$ cat config.mk
export PLATFORM = sky130hd
export DESIGN_NAME = tpw_timer
export DESIGN_NICKNAME = d
export VERILOG_FILES = /design/src/hdl/tpw_pkg.sv /design/src/hdl/tpw_prescaler.sv /design/src/hdl/tpw_timer.sv /design/src/hdl/tpw_wavegen.sv
export SDC_FILE = /design/constraint.sdc
export NUM_CORES = 1
export LEC_CHECK = 0
export BUFFER_PORTS_ARGS = -buffer_cell sky130_fd_sc_hd__buf_2
export CAP_MARGIN = 20
export CORE_MARGIN = 2
export CORE_UTILIZATION = 40
export DETAILED_ROUTE_END_ITERATION = 7
export PLACE_DENSITY = 0.6
export SLEW_MARGIN = 15
export SYNTH_ARGS = -nofsm -noshare
export SYNTH_HDL_FRONTEND = slang
export SYNTH_SLANG_ARGS = --single-unit
$ cat constraint.sdc
create_clock -name clk -period 7.1 [get_ports clk]
set_input_delay 1.42 -clock clk [delete_from_list [all_inputs] [get_ports clk]]
set_output_delay 1.42 -clock clk [all_outputs]
set_load 0.03 [all_outputs]
$ cat src/hdl/tpw_pkg.sv
package tpw_pkg;

    // register indices on the plain register port
    localparam logic [3:0] ADDR_CTRL_A    = 4'h0;
    localparam logic [3:0] ADDR_CTRL_B    = 4'h1;
    localparam logic [3:0] ADDR_COUNT     = 4'h2;
    localparam logic [3:0] ADDR_CMP_A     = 4'h3;
    localparam logic [3:0] ADDR_CMP_B     = 4'h4;
    localparam logic [3:0] ADDR_ASYNC     = 4'h5;
    localparam logic [3:0] ADDR_IRQ_FLAG  = 4'h6;
    localparam logic [3:0] ADDR_IRQ_MASK  = 4'h7;
    localparam logic [3:0] ADDR_PWR       = 4'h8;

    // control_reg_a fields
    localparam int WAVE_LO_POS  = 0;
    localparam int OUT_B_POS    = 4;
    localparam int OUT_A_POS    = 6;
    // control_reg_b fields
    localparam int CLK_SEL_POS  = 0;
    localparam int WAVE_HI_POS  = 3;
    localparam int FORCE_B_POS  = 6;
    localparam int FORCE_A_POS  = 7;
    // async_status_reg and power_reduce_reg fields
    localparam int ASYNC_SEL_POS = 3;
    localparam int PWR_RED_POS   = 0;
    // irq flag / mask layout
    localparam int IRQ_OVF  = 0;
    localparam int IRQ_CMPA = 1;
    localparam int IRQ_CMPB = 2;

    localparam logic [7:0] RST_BYTE   = 8'h00;
    localparam logic [2:0] RST_IRQ    = 3'h0;
    localparam logic       RST_PWR    = 1'b0;
    localparam logic [7:0] CNT_BOTTOM = 8'h00;
    localparam logic [7:0] CNT_MAX    = 8'hff;

    // waveform mode codes
    localparam logic [2:0] WM_NORMAL   = 3'h0;
    localparam logic [2:0] WM_PC_MAX   = 3'h1;
    localparam logic [2:0] WM_CTC      = 3'h2;
    localparam logic [2:0] WM_FAST_MAX = 3'h3;
    localparam logic [2:0] WM_PC_A     = 3'h5;
    localparam logic [2:0] WM_FAST_A   = 3'h7;

    // output mode codes
    localparam logic [1:0] OM_OFF    = 2'h0;
    localparam logic [1:0] OM_TOGGLE = 2'h1;
    localparam logic [1:0] OM_CLEAR  = 2'h2;
    localparam logic [1:0] OM_SET    = 2'h3;

    // prescaler masks: tick when the low bits of the divider are all ones
    localparam logic [9:0] DIV8_MASK    = 10'h007;
    localparam logic [9:0] DIV32_MASK   = 10'h01f;
    localparam logic [9:0] DIV64_MASK   = 10'h03f;
    localparam logic [9:0] DIV128_MASK  = 10'h07f;
    localparam logic [9:0] DIV256_MASK  = 10'h0ff;
    localparam logic [9:0] DIV1024_MASK = 10'h3ff;

    typedef enum logic [1:0] {
        DIR_UP   = 2'b01,
        DIR_DOWN = 2'b10
    } tpw_dir_t;

    typedef struct packed {
        logic [3:0] addr;
        logic [7:0] wrData;
        logic       wrEn;
        logic       rdEn;
    } tpw_bus_req_t;

    typedef struct packed {
        logic [2:0] waveMode;
        logic [1:0] outMode;
    } tpw_wave_ctl_t;

endpackage : tpw_pkg

$ cat src/hdl/tpw_prescaler.sv
`timescale 1ns/1ps
`default_nettype none

module tpw_prescaler (
    input  wire logic       clk,
    input  wire logic       sys_rst,
    input  wire logic       crystalPinIn,
    input  wire logic       asyncSel,
    input  wire logic       enable,
    input  wire logic [2:0] clockSel,
    output logic            crystalPinOut,
    output logic            tick
);

    logic       xtalMeta_q;
    logic       xtalSync_q;
    logic       xtalLast_q;
    logic [9:0] div_q;
    logic       srcTick;
    logic [9:0] mask;

    ////////////////////////////////////////////////////////////////////
    // crystal input passes two flops before any edge logic
    always_ff @(posedge clk)
    begin
        if (sys_rst)
        begin
            xtalMeta_q    <= 1'b0;
            xtalSync_q    <= 1'b0;
            xtalLast_q    <= 1'b0;
            crystalPinOut <= 1'b1;
        end
        else
        begin
            xtalMeta_q    <= crystalPinIn;
            xtalSync_q    <= xtalMeta_q;
            xtalLast_q    <= xtalSync_q;
            crystalPinOut <= ~xtalSync_q;
        end
    end

    // source is the system clock or a crystal rising edge
    assign srcTick = asyncSel ? (xtalSync_q & ~xtalLast_q) : 1'b1;

    always_ff @(posedge clk)
    begin
        if (sys_rst || !enable)
            div_q <= 10'h000;
        else if (srcTick)
            div_q <= div_q + 10'h001;
    end

    always_comb
    begin
        case (clockSel)
            3'h2:    mask = tpw_pkg::DIV8_MASK;
            3'h3:    mask = tpw_pkg::DIV32_MASK;
            3'h4:    mask = tpw_pkg::DIV64_MASK;
            3'h5:    mask = tpw_pkg::DIV128_MASK;
            3'h6:    mask = tpw_pkg::DIV256_MASK;
            3'h7:    mask = tpw_pkg::DIV1024_MASK;
            default: mask = 10'h000;
        endcase
    end

    // select zero gives no tick at all
    assign tick = enable && (clockSel != 3'h0) && srcTick && ((div_q & mask) == mask);

endmodule : tpw_prescaler

`default_nettype wire

$ cat src/hdl/tpw_timer.sv
// The implementer's own choices: the address-and-strobe port and the register offsets.
`timescale 1ns/1ps
`default_nettype none

// Notes on behaviour
// - counter and both compare values are 8-bit, readable and writable
// - every interrupt request shows as a flag, each gated by its mask bit
// - tick source is system clock, or crystal pin when async select is set
// - clock select zero gives no tick, counter holds
// - counter accessible without tick; software write beats clear and count
// - bottom is 0x00, max 0xFF; top is max or compare A by mode
// - each tick clears, increments or decrements; bottom event and count direction reach waveform logic
// - three-bit mode: two low bits in control A, high bit in control B
// - overflow flag set as mode dictates, raises interrupt when unmasked
// - equality sets that channel's compare flag at the next tick
// - compare flag clears on service or by writing one to it
// - PWM modes double buffer compare values, loaded at top or bottom
// - software compare access goes to buffer in PWM, else direct
// - force bit in non-PWM modes acts like a match, no flag, no clear
// - counter write suppresses matches at the following tick, even stopped
// - block stays disabled while power reduce bit is one
// - each output from a generator using match, mode and output mode
// - normal mode counts up, wraps, sets overflow when count becomes zero
// - clear-on-match mode clears counter on compare A match, A is top
module tpw_timer (
    input  wire logic                  clk,
    input  wire logic                  sys_rst,
    input  wire tpw_pkg::tpw_bus_req_t busReq,
    input  wire logic [2:0]            irqAck,
    input  wire logic                  crystalPinIn,
    output logic [7:0]                 rdData,
    output logic                       irq,
    output logic                       waveOutA,
    output logic                       waveOutB,
    output logic                       crystalPinOut
);

    logic [7:0]            ctrlA_q;
    logic [7:0]            ctrlB_q;
    logic [7:0]            count_q;
    logic [7:0]            count_d;
    logic [7:0]            cmp_q [2];
    logic [7:0]            cmpBuf_q [2];
    logic                  asyncSel_q;
    logic                  pwrReduce_q;
    logic [2:0]            irqFlag_q;
    logic [2:0]            irqFlag_d;
    logic [2:0]            irqMask_q;
    logic                  block_q;
    tpw_pkg::tpw_dir_t     dir_q;
    tpw_pkg::tpw_dir_t     dir_d;
    logic [2:0]            waveMode;
    logic [2:0]            clockSel;
    logic                  tick;
    logic                  pwmMode;
    logic                  pcMode;
    logic                  fastMode;
    logic                  topIsA;
    logic [7:0]            topVal;
    logic                  atTop;
    logic                  atBottom;
    logic                  wrCount;
    logic                  wrCtrlB;
    logic [1:0]            match;
    logic [1:0]            forceHit;
    logic                  ovfEvt;
    logic                  bottomEvt;
    logic                  bufLoad;
    logic [2:0]            flagClr;
    logic [1:0]            waveBits;
    tpw_pkg::tpw_wave_ctl_t waveCtl [2];

    ////////////////////////////////////////////////////////////////////
    // mode decode

    // mode field split across two control registers
    assign waveMode = {ctrlB_q[tpw_pkg::WAVE_HI_POS], ctrlA_q[tpw_pkg::WAVE_LO_POS +: 2]};
    assign clockSel = ctrlB_q[tpw_pkg::CLK_SEL_POS +: 3];
    assign pcMode   = (waveMode == tpw_pkg::WM_PC_MAX) || (waveMode == tpw_pkg::WM_PC_A);
    assign fastMode = (waveMode == tpw_pkg::WM_FAST_MAX) || (waveMode == tpw_pkg::WM_FAST_A);
    assign pwmMode  = pcMode || fastMode;
    assign topIsA   = (waveMode == tpw_pkg::WM_CTC) || (waveMode == tpw_pkg::WM_PC_A)
                      || (waveMode == tpw_pkg::WM_FAST_A);

    // top is fixed max or compare A
    assign topVal   = topIsA ? cmp_q[0] : tpw_pkg::CNT_MAX;
    assign atTop    = (count_q == topVal);
    assign atBottom = (count_q == tpw_pkg::CNT_BOTTOM);

    assign wrCount = busReq.wrEn && (busReq.addr == tpw_pkg::ADDR_COUNT);
    assign wrCtrlB = busReq.wrEn && (busReq.addr == tpw_pkg::ADDR_CTRL_B);

    ////////////////////////////////////////////////////////////////////
    // tick generation

    tpw_prescaler u_prescaler (
        .clk           (clk),
        .sys_rst       (sys_rst),
        .crystalPinIn  (crystalPinIn),
        .asyncSel      (asyncSel_q),
        .enable        (!pwrReduce_q),
        .clockSel      (clockSel),
        .crystalPinOut (crystalPinOut),
        .tick          (tick)
    );

    ////////////////////////////////////////////////////////////////////
    // control registers

    always_ff @(posedge clk)
    begin
        if (sys_rst)
        begin
            ctrlA_q     <= tpw_pkg::RST_BYTE;
            ctrlB_q     <= tpw_pkg::RST_BYTE;
            asyncSel_q  <= 1'b0;
            pwrReduce_q <= tpw_pkg::RST_PWR;
            irqMask_q   <= tpw_pkg::RST_IRQ;
        end
        else if (busReq.wrEn)
        begin
            case (busReq.addr)
                tpw_pkg::ADDR_CTRL_A:   ctrlA_q     <= busReq.wrData;
                // force bits are strobes and are never stored
                tpw_pkg::ADDR_CTRL_B:   ctrlB_q     <= busReq.wrData & 8'h3f;
                tpw_pkg::ADDR_ASYNC:    asyncSel_q  <= busReq.wrData[tpw_pkg::ASYNC_SEL_POS];
                tpw_pkg::ADDR_IRQ_MASK: irqMask_q   <= busReq.wrData[2:0];
                tpw_pkg::ADDR_PWR:      pwrReduce_q <= busReq.wrData[tpw_pkg::PWR_RED_POS];
                default:                ctrlA_q     <= ctrlA_q;
            endcase
        end
    end

    ////////////////////////////////////////////////////////////////////
    // counter unit

    always_comb
    begin
        count_d   = count_q;
        dir_d     = dir_q;
        ovfEvt    = 1'b0;
        bottomEvt = 1'b0;
        if (wrCount)
            count_d = busReq.wrData; // software write wins
        else if (tick)
        begin
            if (pcMode)
            begin
                // dual slope: turn at top and bottom
                if (dir_q == tpw_pkg::DIR_UP)
                begin
                    if (atTop)
                    begin
                        dir_d   = tpw_pkg::DIR_DOWN;
                        count_d = count_q - 8'h01;
                    end
                    else
                        count_d = count_q + 8'h01;
                end
                else
                begin
                    if (atBottom)
                    begin
                        dir_d   = tpw_pkg::DIR_UP;
                        count_d = count_q + 8'h01;
                        ovfEvt  = 1'b1;
                    end
                    else
                        count_d = count_q - 8'h01;
                end
            end
            else if (fastMode || (waveMode == tpw_pkg::WM_CTC))
            begin
                dir_d = tpw_pkg::DIR_UP;
                if (atTop && !(waveMode == tpw_pkg::WM_CTC && block_q))
                begin
                    count_d   = tpw_pkg::CNT_BOTTOM;
                    bottomEvt = 1'b1;
                    ovfEvt    = fastMode;
                end
                else
                    count_d = count_q + 8'h01;
                // clear-on-match still flags overflow on a max wrap
                if (waveMode == tpw_pkg::WM_CTC && count_q == tpw_pkg::CNT_MAX)
                    ovfEvt = 1'b1;
            end
            else
            begin
                // normal and reserved codes: free running up count
                dir_d   = tpw_pkg::DIR_UP;
                count_d = count_q + 8'h01;
                ovfEvt  = (count_q == tpw_pkg::CNT_MAX);
            end
        end
    end

    always_ff @(posedge clk)
    begin
        if (sys_rst)
        begin
            count_q <= tpw_pkg::RST_BYTE;
            dir_q   <= tpw_pkg::DIR_UP;
        end
        else
        begin
            count_q <= count_d;
            dir_q   <= dir_d;
        end
    end

    // a counter write hides the match at the following tick
    always_ff @(posedge clk)
    begin
        if (sys_rst)
            block_q <= 1'b0;
        else if (wrCount)
            block_q <= 1'b1;
        else if (tick)
            block_q <= 1'b0;
    end

    ////////////////////////////////////////////////////////////////////
    // compare channels

    // fast pwm loads at bottom, dual slope at top
    assign bufLoad = tick && ((fastMode && atTop) || (pcMode && atTop && dir_q == tpw_pkg::DIR_UP));

    genvar ch;
    generate
        for (ch = 0; ch < 2; ch++)
        begin : g_chan
            logic [3:0] chAddr;
            assign chAddr = (ch == 0) ? tpw_pkg::ADDR_CMP_A : tpw_pkg::ADDR_CMP_B;

            // equality sampled at the tick, flagged after it
            assign match[ch] = tick && !block_q && (count_q == cmp_q[ch]);
            // force acts only outside the pwm modes
            assign forceHit[ch] = wrCtrlB && !pwmMode && !pwrReduce_q
                               && busReq.wrData[(ch == 0) ? tpw_pkg::FORCE_A_POS : tpw_pkg::FORCE_B_POS];

            always_ff @(posedge clk)
            begin
                if (sys_rst)
                begin
                    cmp_q[ch]    <= tpw_pkg::RST_BYTE;
                    cmpBuf_q[ch] <= tpw_pkg::RST_BYTE;
                end
                else
                begin
                    if (busReq.wrEn && busReq.addr == chAddr)
                        cmpBuf_q[ch] <= busReq.wrData;
                    if (busReq.wrEn && busReq.addr == chAddr && !pwmMode)
                        cmp_q[ch] <= busReq.wrData; // buffer bypassed
                    else if (bufLoad)
                        cmp_q[ch] <= cmpBuf_q[ch];
                end
            end

            assign waveCtl[ch].waveMode = waveMode;
            assign waveCtl[ch].outMode  = ctrlA_q[((ch == 0) ? tpw_pkg::OUT_A_POS : tpw_pkg::OUT_B_POS) +: 2];

            tpw_wavegen u_wave (
                .clk       (clk),
                .sys_rst   (sys_rst),
                .ctl       (waveCtl[ch]),
                .matchEvt  (match[ch]),
                .forceEvt  (forceHit[ch]),
                .bottomEvt (bottomEvt),
                .countDown (dir_q == tpw_pkg::DIR_DOWN),
                .isChanA   (ch == 0),
                .waveOut   (waveBits[ch])
            );
        end
    endgenerate

    assign waveOutA = waveBits[0];
    assign waveOutB = waveBits[1];

    ////////////////////////////////////////////////////////////////////
    // interrupt flags

    // read of the flag register, write of one, or service clears a flag
    always_comb
    begin
        flagClr = irqAck;
        if (busReq.rdEn && busReq.addr == tpw_pkg::ADDR_IRQ_FLAG)
            flagClr = 3'h7;
        if (busReq.wrEn && busReq.addr == tpw_pkg::ADDR_IRQ_FLAG)
            flagClr = flagClr | busReq.wrData[2:0];
        // a new event in the clearing cycle is kept
        irqFlag_d = (irqFlag_q & ~flagClr) | {match[1], match[0], ovfEvt};
    end

    always_ff @(posedge clk)
    begin
        if (sys_rst)
        begin
            irqFlag_q <= tpw_pkg::RST_IRQ;
            irq       <= 1'b0;
        end
        else
        begin
            irqFlag_q <= irqFlag_d;
            irq       <= |(irqFlag_d & irqMask_q);
        end
    end

    ////////////////////////////////////////////////////////////////////
    // read port

    always_ff @(posedge clk)
    begin
        if (sys_rst)
            rdData <= tpw_pkg::RST_BYTE;
        else if (busReq.rdEn)
        begin
            case (busReq.addr)
                tpw_pkg::ADDR_CTRL_A:   rdData <= ctrlA_q;
                tpw_pkg::ADDR_CTRL_B:   rdData <= ctrlB_q;
                tpw_pkg::ADDR_COUNT:    rdData <= count_q;
                tpw_pkg::ADDR_CMP_A:    rdData <= pwmMode ? cmpBuf_q[0] : cmp_q[0];
                tpw_pkg::ADDR_CMP_B:    rdData <= pwmMode ? cmpBuf_q[1] : cmp_q[1];
                tpw_pkg::ADDR_ASYNC:    rdData <= {4'h0, asyncSel_q, 3'h0};
                tpw_pkg::ADDR_IRQ_FLAG: rdData <= {5'h00, irqFlag_q};
                tpw_pkg::ADDR_IRQ_MASK: rdData <= {5'h00, irqMask_q};
                tpw_pkg::ADDR_PWR:      rdData <= {7'h00, pwrReduce_q};
                default:                rdData <= 8'h00;
            endcase
        end
        else
            rdData <= 8'h00;
    end

endmodule : tpw_timer

`default_nettype wire

$ cat src/hdl/tpw_wavegen.sv
`timescale 1ns/1ps
`default_nettype none

module tpw_wavegen (
    input  wire logic                   clk,
    input  wire logic                   sys_rst,
    input  wire tpw_pkg::tpw_wave_ctl_t ctl,
    input  wire logic                   matchEvt,
    input  wire logic                   forceEvt,
    input  wire logic                   bottomEvt,
    input  wire logic                   countDown,
    input  wire logic                   isChanA,
    output logic                        waveOut
);

    logic fastPwm;
    logic pcPwm;

    assign fastPwm = (ctl.waveMode == tpw_pkg::WM_FAST_MAX) || (ctl.waveMode == tpw_pkg::WM_FAST_A);
    assign pcPwm   = (ctl.waveMode == tpw_pkg::WM_PC_MAX) || (ctl.waveMode == tpw_pkg::WM_PC_A);

    // output mode bits are not buffered: they act at the next event
    always_ff @(posedge clk)
    begin
        if (sys_rst)
            waveOut <= 1'b0;
        else if (ctl.outMode == tpw_pkg::OM_OFF)
            waveOut <= waveOut;
        else if (fastPwm)
        begin
            if (ctl.outMode == tpw_pkg::OM_TOGGLE)
            begin
                if (isChanA && ctl.waveMode == tpw_pkg::WM_FAST_A && matchEvt)
                    waveOut <= ~waveOut;
            end
            else if (matchEvt)
                waveOut <= (ctl.outMode == tpw_pkg::OM_SET);
            else if (bottomEvt)
                waveOut <= (ctl.outMode == tpw_pkg::OM_CLEAR);
        end
        else if (pcPwm)
        begin
            if (ctl.outMode == tpw_pkg::OM_TOGGLE)
            begin
                if (isChanA && ctl.waveMode == tpw_pkg::WM_PC_A && matchEvt)
                    waveOut <= ~waveOut;
            end
            else if (matchEvt)
                waveOut <= (ctl.outMode == tpw_pkg::OM_SET) ^ countDown;
        end
        else if (matchEvt || forceEvt)
        begin
            case (ctl.outMode)
                tpw_pkg::OM_TOGGLE: waveOut <= ~waveOut;
                tpw_pkg::OM_CLEAR:  waveOut <= 1'b0;
                tpw_pkg::OM_SET:    waveOut <= 1'b1;
                default:            waveOut <= waveOut;
            endcase
        end
    end

endmodule : tpw_wavegen

`default_nettype wire

==> out/results.ini, run 1 <==
[global_routing]
grt_pass1_wl_um = 25100
grt_pass1_vias = 4488
grt_usage_pct = 22.9
grt_max_degree = 49
grt_overflow = 0
antenna_found_initial = 0

[power]
power_leakage_nw = 2.09
p_sw_mw = 0.321
internal_power_mw = 0.853
combPwrFrac_pct = 9.7
swShare_pct = 27.3
pwr-share-clk_pct = 41.4
peakVddDrop_mv = 0.0877
seq_power_share_pct = 48.9
cellPowerDensity_nw_per_um2 = 202

[critical_path]
cp.required_ns = 7.32
worstPathArrival_ns = 3.83
end_kind = flop
path_cells = buf_2 > nor4b_1 > nand2_2 > o21ai_0 > nor2_1 > o221ai_1 > a21oi_1 > o2bb2ai_1
start_kind = input pin
critical_path_class = in2reg
max_stage_delay_ns = 0.98
cp_max_fo = 17
critPathSlowestCell = nor4b_1

[die]
core_region_area_um2 = 13100
start_util_pct = 40.7
io_pins = 32
placementRows = 42
fp.dieArea_um2 = 14300
die_h_um = 120
die_width_um = 120

[placement]
dp_hpwl_um = 11200
gp_congestion = 0.902
dpl_worst_slack_ns = 3.25
io_buffers = 31
placed_area_um2 = 5520

[timing]
setup_violations = 0
clock.fmax_ghz = 0.277
relSlewSlack_pct = 25.3
report.final.slew_viol_count = 0
period_needed_ns = 3.61
finClkSkew_ns = 0.00943
tightest_slew_ns = 1.11
rsz0062_at_grt = no
finalCritPeriodShare_pct = 50.9
final.setup.worst_slack_ns = 3.49
final-hold-violation-count = 0
setup_tns_ns = 0

[yosys]
ys_async_sr_fraction_pct = 0
synth_top_area_share_pct = 21.7
avgSynthCellArea_um2 = 9.04
yosys-top-cells-count = dfxtp_1 (58), nor2_1 (55), nand2_1 (44), a21oi_1 (39), edfxtp_1 (32)
synth_flop_cell = dfxtp_1
synth_cell_types = 84
ys_seq_area_share_pct = 39.7
synth_edf_count = 32
synthTopCellsByArea = dfxtp_1 (22%), edfxtp_1 (18%), nor2_1 (3.9%), a21oi_1 (3.6%), nand2_1 (3.1%)
ys_warn_count = 0
yosysTopAreaCell = dfxtp_1
synth_seq_cells = 90
synth_most_common_cell = dfxtp_1
netlist_area_um2 = 5350
synth.net_count = 620
synth_cells = 592

[clocking]
cts_max_path_buffers = 2
htreeDepth = 3
clockRootBuffer = clkbuf_16
clock_latency_ns = 0.35
cts_buffers = 9
cts_tree = built
path_clk_slew_ns = 0.06
cts.sinks = 90
cts_resized = 0
cts_setup_buffers = 0
postCtsHoldBufs = 0

[route]
ant_nets = 0
first_pass_iters = 5
viasPerCell = 6.07
routed_wl_um = 15900
wl_per_cell_um = 20.4
vias = 4732
drc = 0
drt-initial-drc-count = 509

[finish]
final_area_um2 = 5810
fin_nets = 627
fillers = 1347
synthToLayoutAreaGrowth_pct = 8.68
multiInputGateArea_um2 = 2900
seqCellArea_um2 = 2120
drive_above_1_share_pct = 14.4
diodes = 0

[status]
status = finished, final reports clean

[job]
cap_violations = 0

[min_path]
holdCritPathClass = reg2reg

==> cells in the final DEF (no fill, tap or decap), types with 6 or more instances in the layout <==
master,count
dfxtp_1,58
nor2_1,55
nand2_1,44
a21oi_1,39
edfxtp_1,32
buf_2,32
nand3_1,29
o21ai_0,25
and2_1,19
a22o_1,18
inv_1,16
nor3_1,14
xnor2_1,14
nor2b_1,13
mux2i_1,13
a22oi_1,11
clkbuf_16,10
a211oi_1,8
and3_1,8
o22ai_1,8
nand4_1,8
ha_1,8
nand2b_1,7
a221oi_1,7
mux2_2,6
a31oi_1,6
==> critical path: cells and delay by family <==
family | cells | cell delay, ns
AND/OR/NAND/NOR | 3 | 1.52
AO/OA/AOI/OAI | 4 | 0.70
buffers and inverters | 1 | 0.20
==> cell families after synthesis <==
| logic type | count (synthesis) | share of synthesized area [%] |
|---|---|---|
| simple gates | 234 | 23.2 |
| compound gates | 161 | 21.8 |
| flops | 90 | 39.7 |
| buf+inv | 59 | 6.20 |
| xor+xnor | 20 | 3.41 |
| mux | 20 | 3.91 |
| fa+ha+maj | 8 | 1.87 |
==> path summary, 6_finish.rpt <==
| check | cells past startpoint | endpoint | slack, ns | startpoint |
|---|---|---|---|---|
| hold / removal | 1 | u_prescaler.crystalPinOut$_SDFF_PP1_ | 0.42 | u_prescaler.xtalSync_q$_SDFF_PP0_ |
| hold reg to reg | 1 | u_prescaler.crystalPinOut$_SDFF_PP1_ | 0.42 | u_prescaler.xtalSync_q$_SDFF_PP0_ |
| setup reg to reg | 6 | cmp_q[1][6]$_SDFFCE_PN0P_ | 3.84 | ctrlA_q[1]$_SDFFE_PP0P_ |
| setup / recovery | 8 | irq$_SDFF_PP0_ | 3.49 | busReq[10] |
==> flip-flops by register name (all words and copies together), names as in the netlist <==
| name | count |
|---|---|
| irqMask_q | 3 |
| ctrlB_q | 6 |
| g_chan.u_wave.waveOut | 2 |
| u_prescaler.crystalPinOut | 1 |
| irqFlag_q | 3 |
| count_q | 8 |
| cmpBuf_q | 16 |
| u_prescaler.xtalLast_q | 1 |
| asyncSel_q | 1 |
| dir_q | 2 |
| u_prescaler.xtalMeta_q | 1 |
| pwrReduce_q | 1 |
| irq | 1 |
| rdData | 8 |
| ctrlA_q | 8 |
| block_q | 1 |
| u_prescaler.xtalSync_q | 1 |
| cmp_q | 16 |
| u_prescaler.div_q | 10 |
==> area by class of cell <==
class	instances	share of cell area, %
Inverter	18	1.29
Clock buffer	10	4.30
Timing Repair Buffer	37	3.40
Multi-Input combinational cell	443	49.9
Clock inverter	6	0.796
Tap cell	176	3.79
Sequential cell	90	36.5
==> power groups by stage <==
stage / sequential (mW) / clock [mW] / combinational [mW]
2_1_floorplan: 0.570 / 0 / 0.0904
3_3_place_gp: 0.585 / 0 / 0.109
3_5_place_dp: 0.585 / 0 / 0.111
4_1_cts: 0.573 / 0.488 / 0.112
5_1_grt: 0.576 / 0.514 / 0.124
6_report: 0.574 / 0.486 / 0.114
==> per-layer routing <==
metal	GRT usage (%)	part of all wire (%)	wire, µm	vias to the layer above
met4	8.90	2.3	370	0
li1	-	-	-	2191
met1	32.2	45	7160	2321
met3	4.09	6.4	1020	26
met2	35.0	46	7400	194
met5	0	0	0	-
==> through the flow <==
step,util [%],hold slack (ns),power (mW),cells
4_1_cts,44.3,0.428,1.17,780
6_report,44.3,0.423,1.17,780
5_1_grt,44.3,0.447,1.21,780
2_1_floorplan,-,0.391,0.661,592
3_5_place_dp,42.0,0.410,0.696,764
3_3_place_gp,42.0,0.408,0.694,763
Note: power is estimated with default switching activity, not from simulation.
==> run 2: changes to the inputs <==
- clock period: 7.1 -> 3.4 ns (I/O delays scaled with it)
==> run 2 against run 1 <==
Net effect: wire length increased by 1.7%; total power grew 120%; highest routed layer unchanged; hold slack got worse by 0.0027 ns; design area grew 1.7%; via count decreased by 1.3%; register-to-register slack worse by 3.4 ns; largest power group unchanged; final cell count is 1.2% higher; clock skew is 0.0011 ns lower; clock power grew 120%; utilization increased by 0.73 points; count of clock-buffer cells in the layout grew 1; largest cell class unchanged.
==> out/results.ini, run 2 (synthesis results as in run 1) <==
[status]
status = finished, final reports clean  ; unchanged

[die]
core_region_area_um2 = 13100  ; unchanged
start_util_pct = 40.7  ; unchanged
io_pins = 32  ; unchanged
die_h_um = 120  ; unchanged
die_width_um = 120  ; unchanged
fp.dieArea_um2 = 14300  ; unchanged
placementRows = 42  ; unchanged

[route]
routed_wl_um = 16200  ; was 15900 µm
first_pass_iters = 5  ; unchanged
vias = 4671  ; was 4732
drt-initial-drc-count = 440  ; was 509
drc = 0  ; unchanged
wl_per_cell_um = 20.6  ; was 20.4 µm
viasPerCell = 5.92  ; was 6.07
ant_nets = 0  ; unchanged

[critical_path]
reg2reg_to = cmp_q[0][6]$_DFFE_PP_  ; was cmp_q[1][6]$_SDFFCE_PN0P_
critical_path_class = reg2reg  ; was in2reg
r2r_setup_slack_ns = 0.45  ; was 3.84 ns
worstPathArrival_ns = 2.97  ; was 3.83 ns
cp_max_fo = 13  ; was 17
start_kind = flop  ; was input pin
r2r-start = count_q[3]$_SDFFE_PP0P_  ; was ctrlA_q[1]$_SDFFE_PP0P_
r2r_cells = 6  ; unchanged
cp.required_ns = 3.42  ; was 7.32 ns
end_kind = flop  ; unchanged

[min_path]
holdCritPathClass = reg2reg  ; unchanged
min_from = u_prescaler.xtalSync_q$_SDFF_PP0_  ; unchanged
min_to = u_prescaler.crystalPinOut$_SDFF_PP1_  ; unchanged
holdPathStages = 1  ; unchanged

[clocking]
cts_resized = 0  ; unchanged
cts_tree = built  ; unchanged
clockRootBuffer = clkbuf_16  ; unchanged
path_clk_slew_ns = 0.07  ; was 0.06 ns
cts_max_path_buffers = 2  ; unchanged
cts_buffers = 9  ; unchanged
cts_setup_buffers = 0  ; unchanged
clock_latency_ns = 0.36  ; was 0.35 ns
cts.sinks = 90  ; unchanged
htreeDepth = 3  ; unchanged
postCtsHoldBufs = 0  ; unchanged

[finish]
mostFrequentLayoutCell = dfxtp_1  ; unchanged
synthToLayoutAreaGrowth_pct = 10.5  ; was 8.68%
reg_top3 = cmpBuf_q x16, cmp_q x16, u_prescaler.div_q x10  ; unchanged
seqCellArea_um2 = 2120  ; unchanged
final_area_um2 = 5910  ; was 5810 µm²
diodes = 0  ; unchanged
multiInputGateArea_um2 = 2900  ; unchanged
fillers = 1296  ; was 1347
drive_above_1_share_pct = 15.5  ; was 14.4%
fin_cells = 789  ; was 780
layout_common_cells = dfxtp_1 (58), nor2_1 (55), nand2_1 (44)  ; unchanged
fin_nets = 636  ; was 627

[power]
cellPowerDensity_nw_per_um2 = 427  ; was 202 nW/µm²
p_sw_mw = 0.647  ; was 0.321 mW
pwr-share-clk_pct = 42.9  ; was 41.4%
peakVddDrop_mv = 0.280  ; was 0.0877 mV
seq_power_share_pct = 47.4  ; was 48.9%
power_leakage_nw = 2.15  ; was 2.09 nW
internal_power_mw = 1.88  ; was 0.853 mW
swShare_pct = 25.6  ; was 27.3%
combPwrFrac_pct = 9.7  ; about the same

[timing]
finClkSkew_ns = 0.00832  ; was 0.00943 ns
period_needed_ns = 2.95
report.final.slew_viol_count = 0  ; unchanged
relSlewSlack_pct = 48.9  ; was 25.3%
setup_violations = 0  ; unchanged
hold_ws_ns = 0.421  ; was 0.423 ns
setup_tns_ns = 0  ; unchanged
finalCritPeriodShare_pct = 86.8
clock.fmax_ghz = 0.339
tightest_slew_ns = 0.761  ; was 1.11 ns
final-hold-violation-count = 0  ; unchanged
rsz0062_at_grt = no  ; unchanged

[global_routing]
grt_overflow = 0  ; unchanged
busiest_layer = met2  ; unchanged
grt_use_met1_pct = 31.9  ; was 32.2%
grt_usage_pct = 23.3  ; was 22.9%
grt_pass1_vias = 4543  ; was 4488
grt.met2_usage_pct = 37.1  ; was 35.0%
grtUsageMet3_pct = 4.47  ; was 4.09%
grt_pass1_wl_um = 25500  ; was 25100 µm
antenna_found_initial = 0  ; unchanged
grt_max_degree = 36  ; was 49

[placement]
gp_congestion = 0.927  ; was 0.902
placed_area_um2 = 5590  ; was 5520 µm²
dp.cells = 773  ; was 764
io_buffers = 31  ; unchanged
dp_hpwl_um = 11700  ; was 11200 µm

[job]
cap_violations = 0  ; unchanged

run 2: final cells by class:
| type | instances | area share, % |
|---|---|---|
| clock inverter | 5 | 0.995 |
| clock buffer | 11 | 4.47 |
| multi-input combinational | 443 | 49.1 |
| timing repair buffer | 46 | 4.53 |
| inverter | 18 | 1.27 |
| sequential | 90 | 35.9 |
| tap | 176 | 3.73 |
run 2: critical path: stages (launching register included):
cell       delay, ns
dfxtp_1         0.48
and2b_1         0.28
a2111oi_4       0.29
or4b_1          0.49
a21o_2          0.23
or4_1           0.52
nand2_1         0.32
run 2: power groups by stage:
stage,clock (mW),sequential [mW],combinational (mW)
3_3_place_gp,0,1.22,0.240
2_1_floorplan,0,1.19,0.189
6_report,1.08,1.20,0.246
4_1_cts,1.09,1.20,0.244
3_5_place_dp,0,1.22,0.242
5_1_grt,1.14,1.20,0.268
run 2: routing by layer:
| metal | wire (µm) | vias up |
|---|---|---|
| li1 | - | 2206 |
| met1 | 7200 | 2264 |
| met2 | 7550 | 171 |
| met3 | 1110 | 30 |
| met4 | 352 | 0 |
| met5 | 0 | - |
run 2: metrics by stage:
stage,setup WS (ns),power (mW),utilization [%]
6_report,0.450,2.53,45.0
5_1_grt,0.289,2.61,45.0
4_1_cts,0.486,2.53,45.0
3_5_place_dp,0.506,1.46,42.5
3_3_place_gp,0.543,1.46,42.5
2_1_floorplan,0.717,1.38,-
run 2: how the worst max path moves through the flow:
| stage | start | endpoint | slack, ns | depth (start not counted) |
|---|---|---|---|---|
| finish | count_q[3]$_SDFFE_PP0P_ | cmp_q[0][6]$_DFFE_PP_ | 0.45 | 6 |
| global route | count_q[0]$_SDFFE_PP0P_ | g_chan[0].u_wave.waveOut$_SDFFE_PP0P_ | 0.29 | 7 |
| CTS | count_q[3]$_SDFFE_PP0P_ | cmp_q[0][6]$_DFFE_PP_ | 0.49 | 6 |
| detailed placement | count_q[2]$_SDFFE_PP0P_ | cmp_q[0][0]$_DFFE_PP_ | 0.51 | 6 |
| global placement | count_q[3]$_SDFFE_PP0P_ | cmp_q[0][4]$_DFFE_PP_ | 0.54 | 6 |
| floorplan | count_q[5]$_SDFFE_PP0P_ | cmp_q[0][0]$_DFFE_PP_ | 0.72 | 8 |
